<file path="src/rtl/trim_regs_pkg.sv">
// Package: offsets, field positions and fixed values, types and bit-counter constants for the trim register bank
package trim_regs_pkg;

    // ------------------------------------------------------------
    // Register offsets (command codes on the management bus)
    // ------------------------------------------------------------
    localparam logic [7:0] BUS_TARGET_ADDRESS_OFS  = 8'hA2;
    localparam logic [7:0] VID_BUS_ADDRESS_OFS     = 8'hA3;
    localparam logic [7:0] OUTPUT_CURRENT_TRIM_OFS = 8'hA4;

    // ------------------------------------------------------------
    // Field positions and fixed values
    // ------------------------------------------------------------
    localparam int         GAIN_MSB          = 7;
    localparam int         GAIN_LSB          = 4;
    localparam int         OFFSET_MSB        = 3;
    localparam int         OFFSET_LSB        = 0;
    localparam logic [3:0] VID_ADDR_LAST     = 4'hD;
    localparam logic [7:0] UNMAPPED_READ     = 8'h00;
    // Gain factor is (GAIN_BASE + code) / GAIN_DIV: code 0 -> -3.5 %, step 0.5 %
    localparam logic [7:0] GAIN_BASE         = 8'hC1;
    localparam logic [7:0] GAIN_DIV          = 8'hC8;
    // Offset codes: positive side starts at 1000b
    localparam logic [3:0] OFFSET_POS_FIRST  = 4'h8;
    localparam logic [4:0] OFFSET_POS_BIAS   = 5'h07;
    localparam logic [4:0] OFFSET_NEG_BIAS   = 5'h08;

    // ------------------------------------------------------------
    // Bit-counter reset value and byte length of the bus engine
    // ------------------------------------------------------------
    localparam logic [3:0] BITCNT_RESET      = 4'h0;
    localparam logic [3:0] BITS_PER_BYTE     = 4'h8;

    // ------------------------------------------------------------
    // Types
    // ------------------------------------------------------------
    typedef enum logic [3:0] {
        BUS_IDLE,
        BUS_ADDR,
        BUS_ACK_ADDR,
        BUS_CMD,
        BUS_ACK_CMD,
        BUS_WDATA,
        BUS_ACK_DATA,
        BUS_RDATA,
        BUS_RACK
    } bus_state_t;

    // Values restored from nonvolatile memory at supply reset
    typedef struct packed {
        logic       address_source_override;
        logic [6:0] bus_target_address;
        logic [3:0] vid_bus_address;
        logic [7:0] output_current_trim;
    } nvm_image_t;

    // Raw converter sample, 0.25 A per LSB
    typedef struct packed {
        logic       valid;
        logic [9:0] quarters;
    } current_sample_t;

    typedef struct packed {
        bus_state_t  st;
        logic        scl_prev;
        logic        sda_prev;
        logic [3:0]  bitcnt;
        logic [7:0]  shift;
        logic [7:0]  ptr;
        logic        rw;
        logic        master_ack;
        logic        sda_oe_n;
        logic        override;
        logic [6:0]  strap;
        logic [6:0]  active_addr;
        logic [6:0]  addr_field;
        logic [3:0]  vid_addr;
        logic [7:0]  trim;
        logic [7:0]  reading;
        logic        reading_valid;
    } state_t;

endpackage

</file>
<file path="src/rtl/pin_sync3.sv">
// Three-stage pin synchroniser with agreement filter
module pin_sync3 (
    // Clock and reset
    input  wire logic mclk,
    input  wire logic sys_rst,
    // Pin and filtered level
    input  wire logic pin,
    output      logic level
);
    typedef struct packed {
        logic s1;
        logic s2;
        logic s3;
        logic level;
    } sync_t;

    sync_t sync_q;
    sync_t sync_d;

    // ------------------------------------------------------------
    // Stages
    // ------------------------------------------------------------
    // Only the second stage reads the first; a level counts once the last two agree
    always_comb begin
        sync_d    = sync_q;
        sync_d.s1 = pin;
        sync_d.s2 = sync_q.s1;
        sync_d.s3 = sync_q.s2;
        if (sync_q.s2 == sync_q.s3) begin
            sync_d.level = sync_q.s3;
        end
    end

    // Idle bus level is high, so reset to released
    always_ff @(posedge mclk) begin
        if (sys_rst) begin
            sync_q <= '1;
        end else begin
            sync_q <= sync_d;
        end
    end

    assign level = sync_q.level;
endmodule // pin_sync3

</file>
<file path="src/rtl/trim_regs.sv">
// Address and output-current trim registers behind a byte-wide two-wire target
module trim_regs (
    // Clock and reset
    input  wire logic                          mclk,
    input  wire logic                          sys_rst,
    // Two-wire management bus pins
    input  wire logic                          scl_in,
    input  wire logic                          sda_in,
    output      logic                          sda_out,
    output      logic                          sda_oe_n,
    // Power-up sources
    input  wire logic [6:0]                    strap_address,
    input  wire trim_regs_pkg::nvm_image_t     nvm_image,
    // Current telemetry
    input  wire trim_regs_pkg::current_sample_t current_monitor,
    input  wire logic [7:0]                    full_scale_current_limit,
    output      logic [7:0]                    output_current_reading,
    output      logic                          output_current_valid,
    // Addresses in force
    output      logic [6:0]                    bus_address_active,
    output      logic [3:0]                    vid_bus_address
);
    import trim_regs_pkg::*;

    state_t s_q;
    state_t s_d;
    logic   scl_s;
    logic   sda_s;

    // ------------------------------------------------------------
    // Pin synchronisers
    // ------------------------------------------------------------
    pin_sync3 u_scl_sync (
        .mclk    (mclk),
        .sys_rst (sys_rst),
        .pin     (scl_in),
        .level   (scl_s)
    );

    pin_sync3 u_sda_sync (
        .mclk    (mclk),
        .sys_rst (sys_rst),
        .pin     (sda_in),
        .level   (sda_s)
    );

    // ------------------------------------------------------------
    // Helpers
    // ------------------------------------------------------------
    function automatic logic [7:0] read_mux(input state_t s, input logic [7:0] ofs);
        logic [7:0] r;
        r = UNMAPPED_READ;
        unique case (ofs)
            BUS_TARGET_ADDRESS_OFS:  r = {1'b0, s.override ? s.addr_field : s.strap};
            VID_BUS_ADDRESS_OFS:     r = {4'h0, s.vid_addr};
            OUTPUT_CURRENT_TRIM_OFS: r = s.trim;
            default:                 r = UNMAPPED_READ;
        endcase
        return r;
    endfunction

    // Signed offset in quarter amps
    function automatic logic signed [5:0] offset_quarters(input logic [3:0] code);
        logic signed [5:0] q;
        if (code >= OFFSET_POS_FIRST) begin
            q = $signed({2'b00, code}) - $signed({1'b0, OFFSET_POS_BIAS});
        end else begin
            q = $signed({2'b00, code}) - $signed({1'b0, OFFSET_NEG_BIAS});
        end
        return q;
    endfunction

    // Corrected reading in amps from a raw sample
    function automatic logic [7:0] corrected(input logic [9:0] raw, input logic [7:0] trim,
                                             input logic [7:0] limit);
        logic [17:0]        prod;
        logic [17:0]        scaled;
        logic signed [12:0] sum;
        prod   = 18'(raw) * 18'(GAIN_BASE + 8'(trim[GAIN_MSB:GAIN_LSB]));
        scaled = prod / 18'(GAIN_DIV);
        sum    = $signed({1'b0, scaled[11:0]}) + 13'(offset_quarters(trim[OFFSET_MSB:OFFSET_LSB]));
        if (sum < 0) begin
            sum = sum + $signed({3'b000, limit, 2'b00});
        end
        return sum[9:2];
    endfunction

    // ------------------------------------------------------------
    // Next state
    // ------------------------------------------------------------
    always_comb begin
        logic scl_rise;
        logic scl_fall;
        logic start_cond;
        logic stop_cond;
        logic [7:0] shin;
        logic [7:0] rd;
        s_d        = s_q;
        scl_rise   = scl_s & ~s_q.scl_prev;
        scl_fall   = ~scl_s & s_q.scl_prev;
        start_cond = scl_s & s_q.scl_prev & s_q.sda_prev & ~sda_s;
        stop_cond  = scl_s & s_q.scl_prev & ~s_q.sda_prev & sda_s;
        shin       = {s_q.shift[6:0], sda_s};
        rd         = read_mux(s_q, s_q.ptr);
        s_d.scl_prev      = scl_s;
        s_d.sda_prev      = sda_s;
        s_d.reading_valid = 1'b0;

        // Trim is applied to every new sample with the values in force now
        if (current_monitor.valid) begin
            s_d.reading       = corrected(current_monitor.quarters, s_q.trim, full_scale_current_limit);
            s_d.reading_valid = 1'b1;
        end

        if (start_cond) begin
            s_d.st       = BUS_ADDR;
            s_d.bitcnt   = BITCNT_RESET;
            s_d.sda_oe_n = 1'b1;
        end else if (stop_cond) begin
            s_d.st       = BUS_IDLE;
            s_d.sda_oe_n = 1'b1;
        end else begin
            unique case (s_q.st)
                BUS_IDLE: begin
                    s_d.sda_oe_n = 1'b1;
                end
                BUS_ADDR, BUS_CMD, BUS_WDATA: begin
                    if (scl_rise) begin
                        s_d.shift  = shin;
                        s_d.bitcnt = s_q.bitcnt + 4'h1;
                    end else if (scl_fall && s_q.bitcnt == BITS_PER_BYTE) begin
                        s_d.sda_oe_n = 1'b0;
                        if (s_q.st == BUS_ADDR) begin
                            // Matching uses the address fixed at supply reset
                            if (s_q.shift[7:1] == s_q.active_addr) begin
                                s_d.rw = s_q.shift[0];
                                s_d.st = BUS_ACK_ADDR;
                            end else begin
                                s_d.sda_oe_n = 1'b1;
                                s_d.st       = BUS_IDLE;
                            end
                        end else if (s_q.st == BUS_CMD) begin
                            s_d.ptr = s_q.shift;
                            s_d.st  = BUS_ACK_CMD;
                        end else begin
                            s_d.st = BUS_ACK_DATA;
                            unique case (s_q.ptr)
                                BUS_TARGET_ADDRESS_OFS: begin
                                    s_d.addr_field = s_q.shift[6:0];
                                end
                                VID_BUS_ADDRESS_OFS: begin
                                    if (s_q.shift[3:0] <= VID_ADDR_LAST) begin
                                        s_d.vid_addr = s_q.shift[3:0];
                                    end
                                end
                                OUTPUT_CURRENT_TRIM_OFS: begin
                                    s_d.trim = s_q.shift;
                                end
                                default: begin
                                    s_d.trim = s_q.trim;
                                end
                            endcase
                        end
                    end
                end
                BUS_ACK_ADDR, BUS_ACK_CMD, BUS_ACK_DATA: begin
                    if (scl_fall) begin
                        s_d.bitcnt   = BITCNT_RESET;
                        s_d.sda_oe_n = 1'b1;
                        if (s_q.st == BUS_ACK_ADDR && s_q.rw) begin
                            s_d.shift    = rd;
                            s_d.sda_oe_n = rd[7];
                            s_d.st       = BUS_RDATA;
                        end else if (s_q.st == BUS_ACK_ADDR) begin
                            s_d.st = BUS_CMD;
                        end else begin
                            s_d.st = BUS_WDATA;
                        end
                    end
                end
                BUS_RDATA: begin
                    if (scl_fall) begin
                        s_d.bitcnt = s_q.bitcnt + 4'h1;
                        if (s_q.bitcnt == BITS_PER_BYTE - 4'h1) begin
                            s_d.sda_oe_n = 1'b1;
                            s_d.st       = BUS_RACK;
                        end else begin
                            s_d.shift    = {s_q.shift[6:0], 1'b0};
                            s_d.sda_oe_n = s_q.shift[6];
                        end
                    end
                end
                BUS_RACK: begin
                    if (scl_rise) begin
                        s_d.master_ack = ~sda_s;
                    end else if (scl_fall) begin
                        s_d.bitcnt = BITCNT_RESET;
                        if (s_q.master_ack) begin
                            s_d.shift    = rd;
                            s_d.sda_oe_n = rd[7];
                            s_d.st       = BUS_RDATA;
                        end else begin
                            s_d.st = BUS_IDLE;
                        end
                    end
                end
            endcase
        end
    end

    // ------------------------------------------------------------
    // State register; supply reset reloads the stored image
    // ------------------------------------------------------------
    always_ff @(posedge mclk) begin
        if (sys_rst) begin
            s_q               <= '0;
            s_q.st            <= BUS_IDLE;
            s_q.scl_prev      <= 1'b1;
            s_q.sda_prev      <= 1'b1;
            s_q.sda_oe_n      <= 1'b1;
            s_q.override      <= nvm_image.address_source_override;
            s_q.strap         <= strap_address;
            s_q.addr_field    <= nvm_image.address_source_override ? nvm_image.bus_target_address
                                                                   : strap_address;
            // Address in force is frozen here and only a later reset can change it
            s_q.active_addr   <= nvm_image.address_source_override ? nvm_image.bus_target_address
                                                                   : strap_address;
            s_q.vid_addr      <= nvm_image.vid_bus_address;
            s_q.trim          <= nvm_image.output_current_trim;
        end else begin
            s_q <= s_d;
        end
    end

    // ------------------------------------------------------------
    // Outputs
    // ------------------------------------------------------------
    assign sda_out                = 1'b0;
    assign sda_oe_n               = s_q.sda_oe_n;
    assign output_current_reading = s_q.reading;
    assign output_current_valid   = s_q.reading_valid;
    assign bus_address_active     = s_q.active_addr;
    assign vid_bus_address        = s_q.vid_addr;
endmodule // trim_regs

</file>
<file path="config.mk">
export PLATFORM = sky130hd
export DESIGN_NAME = trim_regs
export DESIGN_NICKNAME = d
export VERILOG_FILES = /design/src/rtl/trim_regs_pkg.sv /design/src/rtl/pin_sync3.sv /design/src/rtl/trim_regs.sv
export SDC_FILE = /design/constraint.sdc
export NUM_CORES = 1
export LEC_CHECK = 0
export ABC_CLOCK_PERIOD_IN_PS = 26200
export BUFFER_PORTS_ARGS = -buffer_cell sky130_fd_sc_hd__buf_2
export CORE_AREA = 4 4 125 127
export CTS_BUF_LIST = sky130_fd_sc_hd__clkbuf_16
export DETAILED_ROUTE_END_ITERATION = 8
export DIE_AREA = 0 0 129 131
export GPL_ROUTABILITY_DRIVEN = 0
export HOLD_SLACK_MARGIN = 0.15
export PLACE_DENSITY = 0.87
export SYNTH_ARGS = -nofsm -noshare
export SYNTH_HDL_FRONTEND = slang
export SYNTH_SLANG_ARGS = --single-unit
</file>
<file path="constraint.sdc">
create_clock -name mclk -period 26.2 [get_ports mclk]
set_input_delay 2.62 -clock mclk [delete_from_list [all_inputs] [get_ports mclk]]
set_output_delay 2.62 -clock mclk [all_outputs]
set_load 0.01 [all_outputs]
</file>
# After elaboration in Yosys (flattened, before gate mapping)
# Index checks and enable logic that the tools add are counted.
# W data, S select, Z words.
dict set report op_classes {
  n_addsub 6
  multipliers 1
  div 1
  magnitude_cmp 3
  n_eq_ne 39
  mux 56
  bitwise_logic 15
  reduce_logical 26
}
# cell count
set ops {}
lappend ops {{$mux W19} 7}
lappend ops {{$mux W12} 5}
lappend ops {{$pmux W12 S4} 1}
lappend ops {{$mux W4} 11}
lappend ops {{$mux W8} 4}
lappend ops {{$ne A2 B2 Y1 const B} 16}
lappend ops {{$reduce_and A8 Y1} 4}
lappend ops {{$mux W28} 1}
lappend ops {{$ne A4 B4 Y1 const B} 7}
lappend ops {{$reduce_and A7 Y1} 4}
lappend ops {{$eq A8 B8 Y1 const B} 3}
lappend ops {{$pmux W8 S3} 1}
lappend ops {{$mux W7} 3}
lappend ops {{$eq A4 B3 Y1 const B} 5}
lappend ops {{$div A18 B8 Y18 const B} 1}
lappend ops {{$mul A10 B9 Y18} 1}
lappend ops {{$pmux W4 S4} 1}
lappend ops {{$add A13 B6 Y13} 1}
lappend ops {{$lt A13 B1 Y1 const B} 1}
lappend ops {{$mux W1} 13}
lappend ops {{$mux W6} 2}
lappend ops {{$reduce_bool A2 Y1} 6}
lappend ops {{$reduce_and A11 Y1} 1}
lappend ops {{$add A10 B10 Y10} 1}
lappend ops {{26 further kinds} 47}
dict set report totals {
  register_bits 80
  in_bits 50
  output_inout_bits 22
  wordCells 173
}

# Depth between registers and ports, before layout
dict set report depth {
  word_depth 11
  depth_mapped 57
  ltp_nobuf 53
}

# Hierarchy
# From an unflattened synthesis, not the netlist that was laid out.
dict set report hier_totals {
  hier_cells 1180
  hier_area_um2 9904.5
}
# mod instances cells_per_inst area_each_um2 seq_area_each_um2
set modules_own_cells {}
lappend modules_own_cells {trim_regs 1 1160 9674.3 1781.7}
lappend modules_own_cells {pin_sync3 2 10 115.1 80.1}

# Least setup slack after synthesis
# No wires, ideal clock.
dict set report synth_timing {
  kind {input to register}
  from {input current_monitor[7] (netlist bit)}
  to {register s_q, in the netlist output_current_reading[7]}
  setup_time_ns 0.088
  arrival_ns 14.118
  slack_ns 11.993
  stages 51
  n_path_buf 2
  cell_sequence {nand2_1 > fa_1 > inv_1 > fa_1 > fa_1 > inv_1 > fa_1 > inv_1 > ha_1 > buf_2 > a21o_1 > nor2_1 > a211oi_1 > or2_1 > nor4_2 > mux2_2 > nor2_1 > nand2_1 > (+15 left out) > o2bb2ai_4 > ha_1 > nand2_1 > or2_2 > o221ai_1 > o21bai_1 > a21oi_1 > xnor2_1 > ha_1 > a21o_1 > a21o_1 > a21o_1 > a21oi_1 > o21bai_1 > a21oi_1 > xnor2_1 > a221o_1 > a311oi_2}
}
dict set report synth_between {
  elab_chain_len 5
}
# element line_no
set synth_lines {}
lappend synth_lines {{from (decl)} trim_regs.sv:15} ;# input wire trim_regs_pkg::current_sample_t current_monitor,
lappend synth_lines {{$mul A10 B9 Y18 (*)} trim_regs.sv:79} ;# prod = 18'(raw) * 18'(GAIN_BASE + 8'(trim[GAIN_MSB:GAIN_LSB]));
lappend synth_lines {{$div A18 B8 Y18 (*)} trim_regs.sv:80} ;# scaled = prod / 18'(GAIN_DIV);
lappend synth_lines {{$add A13 B6 Y13 (*)} trim_regs.sv:81} ;# sum = $signed({1'b0, scaled[11:0]}) + 13'(offset_quarters(trim[OFFSET_MSB:OFFSET_LSB]));
lappend synth_lines {{$lt A13 B1 Y1 / $add A10 B10 Y10 (equally long branches)} {trim_regs.sv:82, trim_regs.sv:83}}
lappend synth_lines {{$mux W10 (*)} trim_regs.sv:82} ;# if (sum < 0) begin
lappend synth_lines {{to (decl)} trim_regs.sv:25} ;# state_t s_q;
# Every way passes the cells marked *; elsewhere a longest branch is shown, timed or not.
# A chain may end at the register's enable or synchronous reset.

# Worst setup path in the final report
dict set report layout_timing {
  from {input current_monitor[6] (netlist bit)}
  to {register s_q, in the netlist output_current_reading[7]}
}
# The elaborated chain is that of the path after synthesis.

==> run metrics <==
Final Hold Viols=0; drt initial violations=694; sequential share of the synthesized area=20.0%; Ant. Diodes=0; slew at the pin with the worst max-slew slack=930 ps; worst path arrival time=15,950 ps; final worst setup slack=10,500 ps; Post-Synth Simple-Gate Area=21.2%; largest net degree at the start of global routing=60; clock skew=6.95 ps; # hold bufs at CTS=0; Initial Util=67.3%; setup TNS=0 ps; CTS sink cnt=80; port bufs=70; multiplexer share of the synthesized area=4.42%; drt pass-1 iters=5; Synth Area in Adders=17.7%; Max Fanout on Critical Path=12; pre-CTS setup slack=10,380 ps; final setup fails=0; # IOs=72; synth top area cells=edfxtp_1 (11%), dfxtp_1 (9.5%), ha_1 (9.4%); fin nets=1,349; clock-pin slew on the worst setup and hold paths=60 ps; routed vias=8,903; routed vias/inst=6.47; GRT Overall Usage=28.6%; Largest stage delay, worst path=760 ps; FF+latch count, synth=80; Setup crit start kind=primary input; status=finished, final reports clean; Crit Path Class=in2reg; setup bufs post-CTS=0; Async S/R FF share, synth=0%; grt ovf=0; largest family of logic cells by synthesized area=compound AO/OA/AOI/OAI gates; Die ar.=16,900 µm²; Synth top area share=10.5%; Antenna Nets Post-Route=0; TritonCTS clock tree=done; Die X=129 µm; post-DR wirelength/cell=17.2 µm; Slew Viols, Final=0; Mapped Cells=1,160; layout cells sized above 1=16.1%; worst hold path type=reg2reg; Clock Latency Late Sink=340 ps; CTS Buffer Depth=2; die height=131 µm; CP required=26,460 ps; period utilization=59.9%; Post-synth EDFFs=34; fmax=0.0637 GHz; max cap viols=0; H-tree depth=3; Syn Area/Cell=8.37 µm²; count leader, synth=nor2_1; Synth Area in Compound Gates=25.2%; first-pass GRT wire length=40,200 µm; total core area=14,400 µm²; Final Critical Period=15,700 ps; Synth-to-Final Area Change=6.48%; Cell variety after synth=118; unrepaired setup endpoints after global routing=no; vias in the first global route=8,667; Critical Path Sink Type=flip-flop; Ys Warns=0; Routed Wire Length=23,600 µm; Worst path slowest cell=a31oi_1; Synth Cell Area=9710 µm²; CTS Root Cell=clkbuf_16; HPWL Detailed=18,400 µm; Rel. slew slack=37.8%; total CTS buffers=9; area leader, netlist=edfxtp_1; prevailing post-synth register cell=dfxtp_1; Fillers=1,072; initial antenna violation count=0; # resized after CTS=0; most used cell, CP=a21oi_1; Site Rows=44; number of remaining DRC errors=0; Synth Net Count=1,322; Commonest cells post-synth=nor2_1 (119), nand2_1 (92), inv_1 (90); xor/xnor share of the synthesized area=4.49%
[stage by stage]
step                area [µm²]  utilization [%]  hold slack (ps)  cells
floorplan                 9710                -              389   1160
global placement         10000             69.5              391   1360
detailed placement       10000             69.5              397   1360
CTS                      10300             71.7              410   1376
global route             10300             71.7              425   1376
finish                   10300             71.7              408   1376
[logic make-up (layout without fill, tap and decap cells)]
logic type,count (synthesis),count (layout)
XOR/XNOR,48,48
flip-flops,80,80
buffers and inverters,154,186
AO/OA/AOI/OAI,315,315
adder cells (fa/ha/maj),114,114
multiplexers,40,40
other,1,1
AND/OR/NAND/NOR,408,408
[metal layers]
metal / GRT usage [%] / share of wire, % / up-vias
li1: - / - / 4231
met3: 3.41 / 5.9 / 86
met1: 35.8 / 41 / 4183
met2: 49.8 / 49 / 403
met5: 0 / 0 / -
met4: 12.4 / 3.4 / 0
[sequential cells by signal, summed over array words and instances (netlist names), 2 cells and up]
| signal | flops |
|---|---|
| bus_address_active | 7 |
| output_current_reading | 8 |
| s_d | 8 |
| s_q | 43 |
| u_scl_sync.sync_d | 2 |
| u_sda_sync.sync_d | 2 |
| vid_bus_address | 4 |
[critical path: cells and delay by family]
kind	cells	cell delay [ps]
buffers and inverters	4	300
AOI/OAI and AO/OA	26	6880
adders and majority gates	7	3040
xor gates and xnor gates	2	400
and+or+nand+nor	10	2320
muxes	1	360
[worst paths after layout]
check / slack (ps) / endpoint / cells past startpoint / start
worst max-delay path: 10500 / output_current_reading[7] / 50 / current_monitor[6]
worst min-delay path: 410 / u_scl_sync.sync_d[1] / 1 / u_scl_sync.sync_d[2]
worst max register to register: 11420 / output_current_reading[7] / 51 / s_q[13]
worst min register to register: 410 / u_scl_sync.sync_d[1] / 1 / u_scl_sync.sync_d[2]
[cell type report]
| class | count | area, µm² | share of cell area [%] |
|---|---|---|---|
| clock inverter | 6 | 66.3 | 0.642 |
| clock buffer | 10 | 250 | 2.42 |
| timing repair buffer | 77 | 403 | 3.90 |
| multi-input combinational | 926 | 7090 | 68.6 |
| inverter | 93 | 349 | 3.38 |
| tap | 184 | 230 | 2.23 |
| sequential | 80 | 1940 | 18.8 |
[cells in the final DEF, fill, tap and decap left out, types with 22 or more instances in the layout]
cell type and n:
nor2_1 119, nand2_1 92, inv_1 90, ha_1 73, buf_2 70, a21oi_1 68, dfxtp_1 46, fa_1 39
edfxtp_1 34, o21ai_0 32, nand2b_1 29, nor3_1 28, xnor2_1 27, and2_1 23, nor2b_1 22
Power is left out: the tool's default activity adds up to more than one toggle a clock period on the data nets, which glitch-free logic cannot reach.
